File: config.mk
export PLATFORM = sky130hd
export DESIGN_NAME = vacuum_condition_monitor
export DESIGN_NICKNAME = d
export VERILOG_FILES = /design/src/vcm_pkg.sv /design/src/pin_sync.sv /design/src/vacuum_condition_monitor.sv
export SDC_FILE = /design/constraint.sdc
export NUM_CORES = 1
export LEC_CHECK = 0
export BUFFER_PORTS_ARGS = -buffer_cell sky130_fd_sc_hd__buf_2
export CAP_MARGIN = 20
export CORE_ASPECT_RATIO = 0.5
export CORE_MARGIN = 2
export CORE_UTILIZATION = 55
export DETAILED_ROUTE_END_ITERATION = 16
export PLACE_DENSITY = 0.73
export SLEW_MARGIN = 20
export SYNTH_ARGS = -nofsm -noshare
export SYNTH_HDL_FRONTEND = slang
export SYNTH_HIERARCHICAL = 1
export SYNTH_SLANG_ARGS = --single-unit
File: constraint.sdc
create_clock -name clk_sys -period 6.35 [get_ports clk_sys]
set_clock_uncertainty 0.1 [all_clocks]
set_input_delay 0.9525 -clock clk_sys [delete_from_list [all_inputs] [get_ports clk_sys]]
set_output_delay 0.9525 -clock clk_sys [all_outputs]
set_load 0.005 [all_outputs]
File: src/vcm_pkg.sv
// Shared constants and enumerations of the vacuum condition monitor
package vcm_pkg;
   // Clock and timing
   localparam int          CLK_HZ          = 25_000_000;
   localparam int          TICK_TIME_MS    = 1;
   localparam int          MS_CYCLES       = CLK_HZ / 1000 * TICK_TIME_MS;
   localparam int          DYN_TIME_MS     = 1000;
   localparam int          LEAK_WIN_MS     = 1000;
   localparam logic [15:0] EVAC_LIMIT_MAX  = 16'h2706;
   // Register offsets
   localparam logic [7:0]  REG_CTRL        = 8'h00;
   localparam logic [7:0]  REG_STOP_TH     = 8'h04;
   localparam logic [7:0]  REG_CTRL_HYST   = 8'h08;
   localparam logic [7:0]  REG_PP_TH       = 8'h0C;
   localparam logic [7:0]  REG_PP_HYST     = 8'h10;
   localparam logic [7:0]  REG_EVAC_LIMIT  = 8'h14;
   localparam logic [7:0]  REG_LEAK_LIMIT  = 8'h18;
   localparam logic [7:0]  REG_CM_WARN     = 8'h1C;
   localparam logic [7:0]  REG_T0          = 8'h20;
   localparam logic [7:0]  REG_T1          = 8'h24;
   localparam logic [7:0]  REG_LEAK        = 8'h28;
   localparam logic [7:0]  REG_DYN         = 8'h2C;
   localparam logic [7:0]  REG_ERR_CODE    = 8'h30;
   // Control register fields
   localparam int          CTRL_MODE_BIT   = 0;
   localparam int          CTRL_AUTOSET_BIT = 1;
   // Warning byte fields
   localparam int          W_EVAC          = 1;
   localparam int          W_LEAK          = 2;
   localparam int          W_STOP          = 3;
   localparam int          W_DYN           = 4;
   localparam int          W_US            = 5;
   localparam int          W_UA            = 6;
   localparam int          W_TEMP          = 7;
   // Reset values and the dynamic pressure floor
   localparam logic [9:0]  RST_STOP_TH     = 10'h2EE;
   localparam logic [9:0]  RST_CTRL_HYST   = 10'h032;
   localparam logic [9:0]  RST_PP_TH       = 10'h226;
   localparam logic [9:0]  RST_PP_HYST     = 10'h032;
   localparam logic [15:0] RST_EVAC_LIMIT  = 16'h0000;
   localparam logic [15:0] RST_LEAK_LIMIT  = 16'h00FA;
   localparam logic [9:0]  DYN_MIN_MBAR    = 10'h005;
   // Autoset tolerances
   localparam logic [15:0] TOL_LEAK        = 16'h0032;
   localparam logic [15:0] TOL_T1          = 16'h0064;
   // Error codes, shown as two BCD digits
   localparam logic [7:0]  ERR_NONE        = 8'h00;
   localparam logic [7:0]  ERR_UA_LOW      = 8'h05;
   localparam logic [7:0]  ERR_US_LOW      = 8'h07;
   localparam logic [7:0]  ERR_UA_HIGH     = 8'h15;
   localparam logic [7:0]  ERR_OVERTEMP    = 8'h12;
   // Decimal point patterns
   localparam logic [2:0]  DP_RIGHT        = 3'h1;
   localparam logic [2:0]  DP_MID          = 3'h2;
   localparam logic [2:0]  DP_LEFT         = 3'h4;
   localparam logic [2:0]  DP_NONE         = 3'h0;
   // Identity values, arbitrary neutral digits
   localparam logic [43:0] PART_BCD        = 44'h123_4567_8901;
   localparam logic [35:0] SERIAL_BCD      = 36'h1_2345_6789;

   typedef enum logic [1:0] {CYC_IDLE, CYC_SUCK, CYC_HOLD} cyc_e;
   typedef enum logic [1:0] {MENU_OFF, MENU_SEL, MENU_VIEW} menu_e;
endpackage

File: src/pin_sync.sv
// Three-stage input synchroniser with agreement filter
`timescale 1ns/1ps
module pin_sync #(
   parameter int WIDTH = 1
) (
   input  wire logic             clk_sys,
   input  wire logic             resetn,
   input  wire logic [WIDTH-1:0] pin,
   output logic      [WIDTH-1:0] level
);
   typedef struct packed {
      logic [WIDTH-1:0] ff1;
      logic [WIDTH-1:0] ff2;
      logic [WIDTH-1:0] ff3;
      logic [WIDTH-1:0] out;
   } sync_s;

   sync_s st;
   sync_s next_st;

   // Level changes only when stages two and three agree
   always_comb begin
      next_st     = st;
      next_st.ff1 = pin;
      next_st.ff2 = st.ff1;
      next_st.ff3 = st.ff2;
      for (int i = 0; i < WIDTH; i++) begin
         if (st.ff2[i] == st.ff3[i]) begin
            next_st.out[i] = st.ff3[i];
         end
      end
   end

   always_ff @(posedge clk_sys or negedge resetn) begin
      if (!resetn) begin
         st <= '0;
      end else begin
         st <= next_st;
      end
   end

   assign level = st.out;
endmodule // pin_sync

File: src/vacuum_condition_monitor.sv
// Suction cycle supervision, condition warnings, errors and panel display
// Functional notes
// (RULE1) Counter view starts at units, right point flashing
// (RULE2) Up/down step counter groups, points mark group
// (RULE3) Part number shown in four groups
// (RULE4) Serial shown like counter, units first
// (RULE5) Error shows code, aborts menu, readable
// (RULE6) Overtemperature switches the device off
// (RULE7) Supply faults coded E05, E07, E15
// (RULE8) Supply error blocks menu and inputs
// (RULE9) Up button shows supply voltage during error; code does so in supply errors only, not in overtemperature
// (RULE10) Supply out of range stops vacuum
// (RULE11) Condition warnings only in IO-Link mode
// (RULE12) Stop threshold missed raises warning, yellow
// (RULE13) Missed-threshold warning from phase end on
// (RULE14) Evacuation interval over limit warns, yellow
// (RULE15) Evacuation limit up to 9.99 s, zero off
// (RULE16) Measure time to part-present level in ms
// (RULE17) Measure evacuation interval in ms
// (RULE18) Measure leak rate in control mode
// (RULE19) Low leak resumes at stop minus hysteresis
// (RULE20) High leak resumes at once, warns
// (RULE21) Dynamic pressure window warns, yellow
// (RULE22) Autoset stores last values plus tolerance
// (RULE23) Warnings packed into one byte
// (RULE24) Bits 0 to 3 clear at cycle start
//
// The implementer's own choices: the address map and strobed register access.
`timescale 1ns/1ps
module vacuum_condition_monitor #(
   parameter int MS_CYCLES = vcm_pkg::MS_CYCLES
) (
   input  wire logic        clk_sys,
   input  wire logic        resetn,
   input  wire logic [7:0]  addr,
   input  wire logic [15:0] wr_data,
   input  wire logic        wr_en,
   input  wire logic        rd_en,
   output logic      [15:0] rd_data,
   input  wire logic [9:0]  vacuum_mbar,
   input  wire logic [11:0] supply_bcd,
   input  wire logic        suction_in,
   input  wire logic        btn_up,
   input  wire logic        btn_down,
   input  wire logic        btn_enter,
   input  wire logic        us_low,
   input  wire logic        ua_low,
   input  wire logic        ua_high,
   input  wire logic        temp_over,
   input  wire logic        iolink_mode,
   output logic             valve_suction,
   output logic             part_present,
   output logic             status_yellow,
   output logic             shutdown,
   output logic             disp_error,
   output logic             disp_blink,
   output logic      [11:0] disp_digits,
   output logic      [2:0]  disp_dp
);
   typedef struct packed {
      vcm_pkg::cyc_e  cyc;
      vcm_pkg::menu_e menu;
      logic [14:0]    ms_cnt;
      logic [15:0]    cyc_ms;
      logic [15:0]    phase_ms;
      logic [9:0]     hold_vac;
      logic           reached_pp;
      logic           reached_stop;
      logic [7:0]     warn;
      logic [15:0]    t0;
      logic [15:0]    t1;
      logic [15:0]    leak;
      logic [15:0]    last_t1;
      logic [15:0]    last_leak;
      logic [9:0]     dyn;
      logic           control_mode;
      logic [9:0]     stop_th;
      logic [9:0]     ctrl_hyst;
      logic [9:0]     pp_th;
      logic [9:0]     pp_hyst;
      logic [15:0]    evac_limit;
      logic [15:0]    leak_limit;
      logic [35:0]    count_bcd;
      logic [3:0]     prev;
      logic [1:0]     item;
      logic [1:0]     grp;
      logic [7:0]     err_code;
      logic           valve;
      logic           present;
      logic           yellow;
      logic           off;
      logic           d_err;
      logic           d_blink;
      logic [11:0]    d_digits;
      logic [2:0]     d_dp;
      logic [15:0]    rdata;
   } state_s;

   state_s      st;
   state_s      next_st;
   logic [8:0]  pins;
   logic        s_suck;
   logic        s_up;
   logic        s_down;
   logic        s_enter;
   logic        s_us_low;
   logic        s_ua_low;
   logic        s_ua_high;
   logic        s_temp;
   logic        s_iol;

   // All panel, supply and mode pins come from outside the clock domain
   pin_sync #(
      .WIDTH (9)
   ) u_sync (
      .clk_sys (clk_sys),
      .resetn  (resetn),
      .pin     ({suction_in, btn_up, btn_down, btn_enter, us_low, ua_low, ua_high,
                 temp_over, iolink_mode}),
      .level   (pins)
   );
   assign {s_suck, s_up, s_down, s_enter, s_us_low, s_ua_low, s_ua_high, s_temp,
           s_iol} = pins;

   // Saturating difference, so thresholds near zero never wrap
   function automatic logic [9:0] sub_sat(input logic [9:0] a, input logic [9:0] b);
      sub_sat = (a > b) ? (a - b) : 10'h000;
   endfunction

   // Three BCD digits of a counter-style group, index 0 is units
   function automatic logic [11:0] bcd_grp(input logic [35:0] v, input logic [1:0] g);
      case (g)
         2'd1:    bcd_grp = v[23:12];
         2'd2:    bcd_grp = v[35:24];
         default: bcd_grp = v[11:0];
      endcase
   endfunction

   always_comb begin
      logic        tick;
      logic        sup_err;
      logic        any_err;
      logic        rise_suck;
      logic        fall_suck;
      logic        p_up;
      logic        p_down;
      logic        p_enter;
      logic        carry;
      logic [9:0]  drop;
      logic [16:0] sum;
      tick      = 1'b0;
      sup_err   = s_us_low | s_ua_low | s_ua_high;
      any_err   = sup_err | s_temp;
      rise_suck = 1'b0;
      fall_suck = 1'b0;
      p_up      = 1'b0;
      p_down    = 1'b0;
      p_enter   = 1'b0;
      carry     = 1'b0;
      drop      = 10'h000;
      sum       = 17'h0_0000;
      next_st   = st;

      // Millisecond time base
      if (st.ms_cnt >= 15'(MS_CYCLES - 1)) begin
         next_st.ms_cnt = 15'h0000;
         tick           = 1'b1;
      end else begin
         next_st.ms_cnt = st.ms_cnt + 15'h0001;
      end

      // Edges; inputs are ignored while the supply is out of range
      next_st.prev = {s_suck, s_up, s_down, s_enter};
      if (!sup_err) begin // RULE8
         rise_suck = s_suck & ~st.prev[3];
         fall_suck = ~s_suck & st.prev[3];
         p_up      = s_up & ~st.prev[2];
         p_down    = s_down & ~st.prev[1];
         p_enter   = s_enter & ~st.prev[0];
      end

      // Parts check keeps working through a supply error
      if (vacuum_mbar >= st.pp_th) begin
         next_st.present = 1'b1;
      end else if (vacuum_mbar < sub_sat(st.pp_th, st.pp_hyst)) begin
         next_st.present = 1'b0;
      end

      // Suction cycle sequencing and measurements
      if (tick && st.cyc != vcm_pkg::CYC_IDLE) begin
         next_st.cyc_ms   = (st.cyc_ms == 16'hFFFF) ? st.cyc_ms : st.cyc_ms + 16'h0001;
         next_st.phase_ms = (st.phase_ms == 16'hFFFF) ? st.phase_ms : st.phase_ms + 16'h0001;
      end
      case (st.cyc)
         vcm_pkg::CYC_IDLE: begin
            if (rise_suck) begin
               next_st.cyc          = vcm_pkg::CYC_SUCK;
               next_st.cyc_ms       = 16'h0000;
               next_st.phase_ms     = 16'h0000;
               next_st.reached_pp   = 1'b0;
               next_st.reached_stop = 1'b0;
               next_st.warn[3:0]    = 4'h0; // RULE24
               next_st.t0           = 16'h0000;
               next_st.t1           = 16'h0000;
               next_st.leak         = 16'h0000;
               // Cycle counter in BCD so the panel needs no divider
               carry = 1'b1;
               for (int d = 0; d < 9; d++) begin
                  if (carry) begin
                     if (st.count_bcd[d*4 +: 4] == 4'h9) begin
                        next_st.count_bcd[d*4 +: 4] = 4'h0;
                     end else begin
                        next_st.count_bcd[d*4 +: 4] = st.count_bcd[d*4 +: 4] + 4'h1;
                        carry = 1'b0;
                     end
                  end
               end
            end
         end
         vcm_pkg::CYC_SUCK: begin
            if (!st.reached_pp && vacuum_mbar >= st.pp_th) begin
               next_st.reached_pp = 1'b1;
               next_st.t0         = st.cyc_ms; // RULE16
               next_st.phase_ms   = 16'h0000;
            end
            if (st.reached_pp && !st.reached_stop && vacuum_mbar >= st.stop_th) begin
               next_st.reached_stop = 1'b1;
               next_st.t1           = st.phase_ms; // RULE17
               next_st.last_t1      = st.phase_ms;
               if (s_iol && st.evac_limit != 16'h0000 && st.phase_ms > st.evac_limit) begin
                  next_st.warn[vcm_pkg::W_EVAC] = 1'b1; // RULE14 RULE15
               end
            end
            // Dynamic pressure: free suction sampled once per cycle
            if (tick && st.cyc_ms == 16'(vcm_pkg::DYN_TIME_MS - 1) && !st.reached_pp &&
                vacuum_mbar >= vcm_pkg::DYN_MIN_MBAR && vacuum_mbar <= st.stop_th) begin
               next_st.dyn = vacuum_mbar; // RULE21
               next_st.warn[vcm_pkg::W_DYN] = s_iol &&
                  (vacuum_mbar > sub_sat(st.pp_th, st.pp_hyst)) && (vacuum_mbar < st.stop_th);
            end
            if (st.control_mode && st.reached_stop) begin
               next_st.cyc      = vcm_pkg::CYC_HOLD;
               next_st.hold_vac = vacuum_mbar;
               next_st.phase_ms = 16'h0000;
            end
         end
         vcm_pkg::CYC_HOLD: begin
            drop = sub_sat(st.hold_vac, vacuum_mbar);
            if (vacuum_mbar < sub_sat(st.stop_th, st.ctrl_hyst)) begin
               next_st.cyc = vcm_pkg::CYC_SUCK; // RULE19
               next_st.reached_stop = 1'b0;
               next_st.reached_pp   = 1'b1;
            end else if (tick && st.phase_ms == 16'(vcm_pkg::LEAK_WIN_MS - 1)) begin
               // Window of one second, so the drop is already mbar per second
               next_st.leak      = {6'h00, drop}; // RULE18
               next_st.last_leak = {6'h00, drop};
               next_st.hold_vac  = vacuum_mbar;
               next_st.phase_ms  = 16'h0000;
               if ({6'h00, drop} > st.leak_limit) begin
                  next_st.cyc                   = vcm_pkg::CYC_SUCK; // RULE20
                  next_st.reached_stop          = 1'b0;
                  next_st.warn[vcm_pkg::W_LEAK] = s_iol;
               end
            end
         end
         default: begin
            next_st.cyc = vcm_pkg::CYC_IDLE;
         end
      endcase
      // End of suction phase; an error also ends it
      if (st.cyc != vcm_pkg::CYC_IDLE && (fall_suck || any_err)) begin
         next_st.cyc = vcm_pkg::CYC_IDLE;
         if (s_iol && !st.reached_stop) begin
            next_st.warn[vcm_pkg::W_STOP] = 1'b1; // RULE12 RULE13
         end
      end

      // Continuous supply and temperature bits
      next_st.warn[0]             = 1'b0; // RULE23
      next_st.warn[vcm_pkg::W_US] = s_iol & s_us_low;
      next_st.warn[vcm_pkg::W_UA] = s_iol & (s_ua_low | s_ua_high);
      next_st.warn[vcm_pkg::W_TEMP] = s_iol & s_temp;
      if (!s_iol) begin
         next_st.warn = 8'h00; // RULE11
      end
      next_st.yellow = |next_st.warn[vcm_pkg::W_DYN:vcm_pkg::W_EVAC];

      // Valve and self protection
      next_st.valve = (next_st.cyc == vcm_pkg::CYC_SUCK) && !any_err; // RULE10
      next_st.off   = s_temp; // RULE6

      // Error code with fixed priority
      if (s_ua_low) begin
         next_st.err_code = vcm_pkg::ERR_UA_LOW; // RULE7
      end else if (s_us_low) begin
         next_st.err_code = vcm_pkg::ERR_US_LOW; // RULE7
      end else if (s_ua_high) begin
         next_st.err_code = vcm_pkg::ERR_UA_HIGH; // RULE7
      end else if (s_temp) begin
         next_st.err_code = vcm_pkg::ERR_OVERTEMP;
      end else begin
         next_st.err_code = vcm_pkg::ERR_NONE;
      end

      // Panel menu: item 0 counter, 1 serial, 2 part number, 3 close
      case (st.menu)
         vcm_pkg::MENU_OFF: begin
            if (p_enter) begin
               next_st.menu = vcm_pkg::MENU_SEL;
               next_st.item = 2'd0;
            end
         end
         vcm_pkg::MENU_SEL: begin
            if (p_up) begin
               next_st.item = st.item + 2'd1;
            end else if (p_down) begin
               next_st.item = st.item - 2'd1;
            end else if (p_enter) begin
               next_st.menu = (st.item == 2'd3) ? vcm_pkg::MENU_OFF : vcm_pkg::MENU_VIEW;
               next_st.grp  = 2'd0; // RULE1 RULE3 RULE4
            end
         end
         vcm_pkg::MENU_VIEW: begin
            if (p_enter) begin
               next_st.menu = vcm_pkg::MENU_SEL;
            end else if (p_up && st.grp != ((st.item == 2'd2) ? 2'd3 : 2'd2)) begin
               next_st.grp = st.grp + 2'd1; // RULE2
            end else if (p_down && st.grp != 2'd0) begin
               next_st.grp = st.grp - 2'd1; // RULE2
            end
         end
         default: begin
            next_st.menu = vcm_pkg::MENU_OFF;
         end
      endcase
      if (any_err) begin
         next_st.menu = vcm_pkg::MENU_OFF; // RULE5 RULE8
      end

      // Display contents
      next_st.d_err    = 1'b0;
      next_st.d_blink  = 1'b0;
      next_st.d_dp     = vcm_pkg::DP_NONE;
      next_st.d_digits = 12'h000;
      if (sup_err && s_up) begin
         next_st.d_digits = supply_bcd; // RULE9
      end else if (any_err) begin
         next_st.d_err    = 1'b1; // RULE5
         next_st.d_digits = {4'h0, next_st.err_code};
      end else if (st.menu == vcm_pkg::MENU_SEL) begin
         next_st.d_digits = {10'h000, st.item};
      end else if (st.menu == vcm_pkg::MENU_VIEW) begin
         if (st.item == 2'd2) begin
            case (st.grp) // RULE3
               2'd0:    next_st.d_digits = {4'h0, vcm_pkg::PART_BCD[43:36]};
               2'd1:    next_st.d_digits = vcm_pkg::PART_BCD[35:24];
               2'd2:    next_st.d_digits = vcm_pkg::PART_BCD[23:12];
               default: next_st.d_digits = vcm_pkg::PART_BCD[11:0];
            endcase
            case (st.grp)
               2'd0:    next_st.d_dp = vcm_pkg::DP_RIGHT;
               2'd3:    next_st.d_dp = vcm_pkg::DP_NONE;
               default: next_st.d_dp = vcm_pkg::DP_LEFT;
            endcase
         end else begin
            next_st.d_digits = bcd_grp((st.item == 2'd0) ? st.count_bcd :
                                       vcm_pkg::SERIAL_BCD, st.grp); // RULE1 RULE4
            case (st.grp) // RULE2
               2'd0:    next_st.d_dp = vcm_pkg::DP_RIGHT;
               2'd1:    next_st.d_dp = vcm_pkg::DP_MID;
               default: next_st.d_dp = vcm_pkg::DP_LEFT;
            endcase
            next_st.d_blink = (st.grp == 2'd0); // RULE1 RULE4
         end
      end

      // Register writes; autoset is a self-clearing command bit
      if (wr_en) begin
         case (addr)
            vcm_pkg::REG_CTRL: begin
               next_st.control_mode = wr_data[vcm_pkg::CTRL_MODE_BIT];
               if (wr_data[vcm_pkg::CTRL_AUTOSET_BIT]) begin
                  sum                = {1'b0, st.last_leak} + {1'b0, vcm_pkg::TOL_LEAK};
                  next_st.leak_limit = sum[16] ? 16'hFFFF : sum[15:0]; // RULE22
                  sum = {1'b0, st.last_t1} + {1'b0, vcm_pkg::TOL_T1};
                  next_st.evac_limit = (sum > {1'b0, vcm_pkg::EVAC_LIMIT_MAX}) ?
                                       vcm_pkg::EVAC_LIMIT_MAX : sum[15:0]; // RULE22
               end
            end
            vcm_pkg::REG_STOP_TH:    next_st.stop_th    = wr_data[9:0];
            vcm_pkg::REG_CTRL_HYST:  next_st.ctrl_hyst  = wr_data[9:0];
            vcm_pkg::REG_PP_TH:      next_st.pp_th      = wr_data[9:0];
            vcm_pkg::REG_PP_HYST:    next_st.pp_hyst    = wr_data[9:0];
            vcm_pkg::REG_EVAC_LIMIT: next_st.evac_limit = (wr_data > vcm_pkg::EVAC_LIMIT_MAX) ?
                                        vcm_pkg::EVAC_LIMIT_MAX : wr_data; // RULE15
            vcm_pkg::REG_LEAK_LIMIT: next_st.leak_limit = wr_data;
            default: begin
            end
         endcase
      end

      // Register reads, data valid in the following cycle only
      next_st.rdata = 16'h0000;
      if (rd_en) begin
         case (addr)
            vcm_pkg::REG_CTRL:       next_st.rdata = {15'h0000, st.control_mode};
            vcm_pkg::REG_STOP_TH:    next_st.rdata = {6'h00, st.stop_th};
            vcm_pkg::REG_CTRL_HYST:  next_st.rdata = {6'h00, st.ctrl_hyst};
            vcm_pkg::REG_PP_TH:      next_st.rdata = {6'h00, st.pp_th};
            vcm_pkg::REG_PP_HYST:    next_st.rdata = {6'h00, st.pp_hyst};
            vcm_pkg::REG_EVAC_LIMIT: next_st.rdata = st.evac_limit;
            vcm_pkg::REG_LEAK_LIMIT: next_st.rdata = st.leak_limit;
            vcm_pkg::REG_CM_WARN:    next_st.rdata = {8'h00, st.warn}; // RULE23
            vcm_pkg::REG_T0:         next_st.rdata = st.t0;
            vcm_pkg::REG_T1:         next_st.rdata = st.t1;
            vcm_pkg::REG_LEAK:       next_st.rdata = st.leak; // RULE18
            vcm_pkg::REG_DYN:        next_st.rdata = {6'h00, st.dyn};
            vcm_pkg::REG_ERR_CODE:   next_st.rdata = {8'h00, st.err_code}; // RULE5
            default:                 next_st.rdata = 16'h0000;
         endcase
      end
   end

   // Single state register; configuration takes its defaults here
   always_ff @(posedge clk_sys or negedge resetn) begin
      if (!resetn) begin
         st            <= '0;
         st.cyc        <= vcm_pkg::CYC_IDLE;
         st.menu       <= vcm_pkg::MENU_OFF;
         st.stop_th    <= vcm_pkg::RST_STOP_TH;
         st.ctrl_hyst  <= vcm_pkg::RST_CTRL_HYST;
         st.pp_th      <= vcm_pkg::RST_PP_TH;
         st.pp_hyst    <= vcm_pkg::RST_PP_HYST;
         st.evac_limit <= vcm_pkg::RST_EVAC_LIMIT;
         st.leak_limit <= vcm_pkg::RST_LEAK_LIMIT;
      end else begin
         st <= next_st;
      end
   end

   assign rd_data       = st.rdata;
   assign valve_suction = st.valve;
   assign part_present  = st.present;
   assign status_yellow = st.yellow;
   assign shutdown      = st.off;
   assign disp_error    = st.d_err;
   assign disp_blink    = st.d_blink;
   assign disp_digits   = st.d_digits;
   assign disp_dp       = st.d_dp;
endmodule // vacuum_condition_monitor

==> flow_metrics.env <==
export IMPL_synth_top_area_cell="sky130_fd_sc_hd__dfrtp_1"
export IMPL_crit_path_end="st[206]"
export IMPL_gr_usage_met2_pct=45.86
export IMPL_post_synth_mux_area_share_pct=5.291
export IMPL_worst_reg2reg_startpoint="st[145]"
export IMPL_grt_overflow_total=0
export IMPL_number_of_flops_mapped_to_enable_cells_by_yosys=0
export IMPL_worstRegToRegCells=16
export IMPL_finalWirelength_um=55590
export IMPL_maxCapViolations=0
export IMPL_ys_dominant_reg_cell="sky130_fd_sc_hd__dfrtp_1"
export IMPL_worst_setup_path_type="flip-flop to flip-flop"
export IMPL_wl_per_cell_um=22.19
export IMPL_syn_inst=1969
export IMPL_grt_busiest_layer="met2"
export IMPL_die_width_um=268.6
export IMPL_synth_net_count=2142
export IMPL_place_port_buffers=95
export IMPL_routabilityCongestion=0.9688
export IMPL_grt_use_total_pct=30.58
export IMPL_clock_tree_root_cell="sky130_fd_sc_hd__clkbuf_16"
export IMPL_post_cts_repair_setup_buffers=0
export IMPL_finalHoldViolations=0
export IMPL_number_of_nets_at_the_end_of_the_flow=2178
export IMPL_ys_warnings_count=6
export IMPL_leakage_uw=0.009509
export IMPL_grt_pass1_vias=14382
export IMPL_yosys_area_top_type_share_pct=41.34
export IMPL_fin_crit_sh_pct=81.73
export IMPL_power_per_cell_area_nw_per_um2=294.5
export IMPL_drv_slew=0
export IMPL_ys_seq_elements=341
export IMPL_cp_required_ps=6710
export IMPL_antenna_violations_before_repair=0
export IMPL_postSynthAreaPerCell_um2=9.777
export IMPL_synth_compound_gate_area_share_pct=16.30
export IMPL_num_fill_cells=2878
export IMPL_worst_r2r_setup_slack_ps=1160
export IMPL_area_of_the_multi_input_gates_um2=9638
export IMPL_dr_first_iter_drc_count=2099
export IMPL_final_antenna_net_count=0
export IMPL_sort_of_element_at_the_end_of_the_critical_path="flip-flop"
export IMPL_critical_register_to_register_path_endpoint="st[206]"
export IMPL_fmaxAchievable_ghz=0.1927
export IMPL_synth_fa_ha_area_share_pct=8.053
export IMPL_fin_setup_tns_ps=0
export IMPL_layout_drive_gt1_share_pct=14.78
export IMPL_clock_insertion_delay_at_the_later_pin_of_the_skew_report_ps=540
export IMPL_max_slew_margin_pct=28.41
export IMPL_hold_class="flip-flop to flip-flop"
export IMPL_core_area_um2=34470
export IMPL_clkSinkCount=341
export IMPL_synth_async_sr_flop_share_pct=100.0
export IMPL_met1_usage_pct=44.01
export IMPL_cts_hold_repair_buffers=0
export IMPL_pre_antenna_drt_iters=9
export IMPL_ir_drop_mv=0.2329
export IMPL_detail_route_drc_violations=0
export IMPL_finalCriticalPeriod_ps=5190
export IMPL_gr_usage_met3_pct=7.299
export IMPL_grt_pass1_wl_um=84730
export IMPL_cp_arrival_ps=5550
export IMPL_layout_area_seq_um2=8562
export IMPL_std_cell_rows=48
export IMPL_floorplan_die_area_um2=36600
export IMPL_number_of_different_library_cells_in_the_post_synthesis_netlist=82
export IMPL_setup_violations=0
export IMPL_worst_slew_pin_transition_ps=1064
export IMPL_cts_repair_resized=0
export IMPL_timing_critical_path_fanout_max=14
export IMPL_cp_startpoint="st[145]"
export IMPL_final_cell_count_no_fill=2505
export IMPL_cts_tree="yes"
export IMPL_synth_simple_gate_area_share_pct=16.32
export IMPL_clk_transition_reported_paths_ps=60
export IMPL_tritoncts_num_buffers=34
export IMPL_final_core_utilization_pct=61.24
export IMPL_placedCellCount=2444
export IMPL_post_drt_via_cell_ratio=6.249
export IMPL_setup_worst_path_start_class="flip-flop"
export IMPL_antenna_cell_count=0
export IMPL_initial_utilization_pct=55.84
export IMPL_synth_top_family_by_area="simple AND/OR/NAND/NOR gates"
export IMPL_place_detailed_hpwl_um=40440
export IMPL_syn2layout_area_growth_pct=9.658
export IMPL_ctsLongestPathBuffers=3
export IMPL_htreeDepth=2
export IMPL_top_level_ports=96
export IMPL_grt_start_max_net_pins=158
export IMPL_post_synth_xor_area_fraction_pct=4.004
export IMPL_chipHeight_um=136.3
export IMPL_outcome="complete, no violations"
export IMPL_synth_top_cells_by_area="sky130_fd_sc_hd__dfrtp_1 41%, sky130_fd_sc_hd__ha_1 7.2%, sky130_fd_sc_hd__mux2_2 4.5%"
export IMPL_post_synth_instance_area_um2=19250
export IMPL_num_vias=15653
export IMPL_synth_seq_area_share_pct=44.48
export IMPL_rsz_0062_raised_after_global_routing="false"
-- logic make-up after synthesis --
group	count (synthesis)
buffers and inverters	241
adder cells (fa/ha/maj)	123
AND/OR/NAND/NOR	626
multiplexers	92
flip-flops	341
XOR/XNOR	88
AO/OA/AOI/OAI	458
-- synth_stat cells (all sizes together) (28+ instances only) --
cell      n
inv     128
nor3     42
nor2    151
o21ai    99
nand4    35
a22o     59
nand3    63
ha      111
nand2   157
buf      54
dfrtp   318
nor2b    30
xor2     28
and3     29
xnor2    60
clkbuf   57
mux2     78
a22oi    32
a21oi    98
-- state kept, by name, summed over array words and instances (netlist names) --
register        flops
disp_blink          1
disp_digits        12
disp_dp             3
disp_error          1
part_present        1
rd_data            16
shutdown            1
st                268
status_yellow       1
u_sync/level        9
u_sync/next_st     18
u_sync/st           9
valve_suction       1
-- placed cells by master, fill, tap and decap left out, types with 59 or more instances in the layout --
cell | Yosys | routed
sky130_fd_sc_hd__dfrtp_1 | 318 | 318
sky130_fd_sc_hd__nand2_1 | 156 | 156
sky130_fd_sc_hd__nor2_1 | 151 | 150
sky130_fd_sc_hd__inv_1 | 128 | 128
sky130_fd_sc_hd__ha_1 | 111 | 111
sky130_fd_sc_hd__a21oi_1 | 98 | 98
sky130_fd_sc_hd__o21ai_0 | 94 | 94
sky130_fd_sc_hd__buf_2 | 9 | 94
sky130_fd_sc_hd__mux2_2 | 77 | 77
sky130_fd_sc_hd__nand3_1 | 62 | 62
sky130_fd_sc_hd__xnor2_1 | 60 | 60
sky130_fd_sc_hd__a22o_1 | 59 | 59
-- report_power, final --
part / switching [uW] / total, uW / internal [uW] / leakage (uW)
Sequential: 221 / 2560 / 2340 / 0.00446
Combinational: 874 / 1450 / 580 / 0.00445
Clock: 918 / 2200 / 1280 / 0.000597
Total: 2010 / 6220 / 4200 / 0.00951
-- through the flow --
step	power (uW)	instance area (um^2)	setup slack, ps	hold slack [ps]
2_1_floorplan	3541	19250	1774	231.2
3_3_place_gp	3987	19890	1390	233.4
3_5_place_dp	4013	19900	1266	234.7
4_1_cts	6214	21110	1237	241.8
5_1_grt	6496	21110	647.7	243.5
6_report	6217	21110	1160	238.6
-- how the worst min path moves through the flow --
stage,start,endpoint,slack [ps],cells past startpoint
final,u_sync/next_st[23],u_sync/next_st[14],240,0
after global routing,u_sync/next_st[23],u_sync/next_st[14],240,0
after CTS,u_sync/next_st[23],u_sync/next_st[14],240,0
after detailed placement,u_sync/next_st[22],u_sync/next_st[13],230,0
after global placement,u_sync/next_st[23],u_sync/next_st[14],230,0
after floorplan,u_sync/next_st[19],u_sync/next_st[10],230,0
-- critical path, stage by stage (launching register included) --
cell	delay [ps]
sky130_fd_sc_hd__dfstp_2	540
sky130_fd_sc_hd__inv_1	50
sky130_fd_sc_hd__ha_1	310
sky130_fd_sc_hd__o21ai_0	120
sky130_fd_sc_hd__a21o_1	210
sky130_fd_sc_hd__a21oi_1	260
sky130_fd_sc_hd__nand2b_1	90
sky130_fd_sc_hd__a21oi_1	530
sky130_fd_sc_hd__nand2_1	120
sky130_fd_sc_hd__ha_1	350
sky130_fd_sc_hd__nand4_1	140
sky130_fd_sc_hd__nor2_1	170
sky130_fd_sc_hd__o311ai_0	140
sky130_fd_sc_hd__o211ai_1	610
sky130_fd_sc_hd__and3_1	680
sky130_fd_sc_hd__and2_0	500
sky130_fd_sc_hd__a22o_1	210
-- area by class of cell --
class	instances	share of cell area, %
multi-input cells	1387	45.66
well taps	475	2.815
repair buffers	111	2.928
clock buffers	43	4.522
clock inverters	18	1.209
flip-flops and latches	341	40.56
inverters	130	2.312
-- routing by layer --
metal / share of wire (%) / vias to the layer above / wire length (um)
met2: 43 / 693 / 24120
met3: 10 / 120 / 5543
met4: 3.1 / 0 / 1729
met1: 44 / 7690 / 24200
met5: 0 / - / 0
li1: - / 7150 / -
Power figures use the tool's default switching activity.
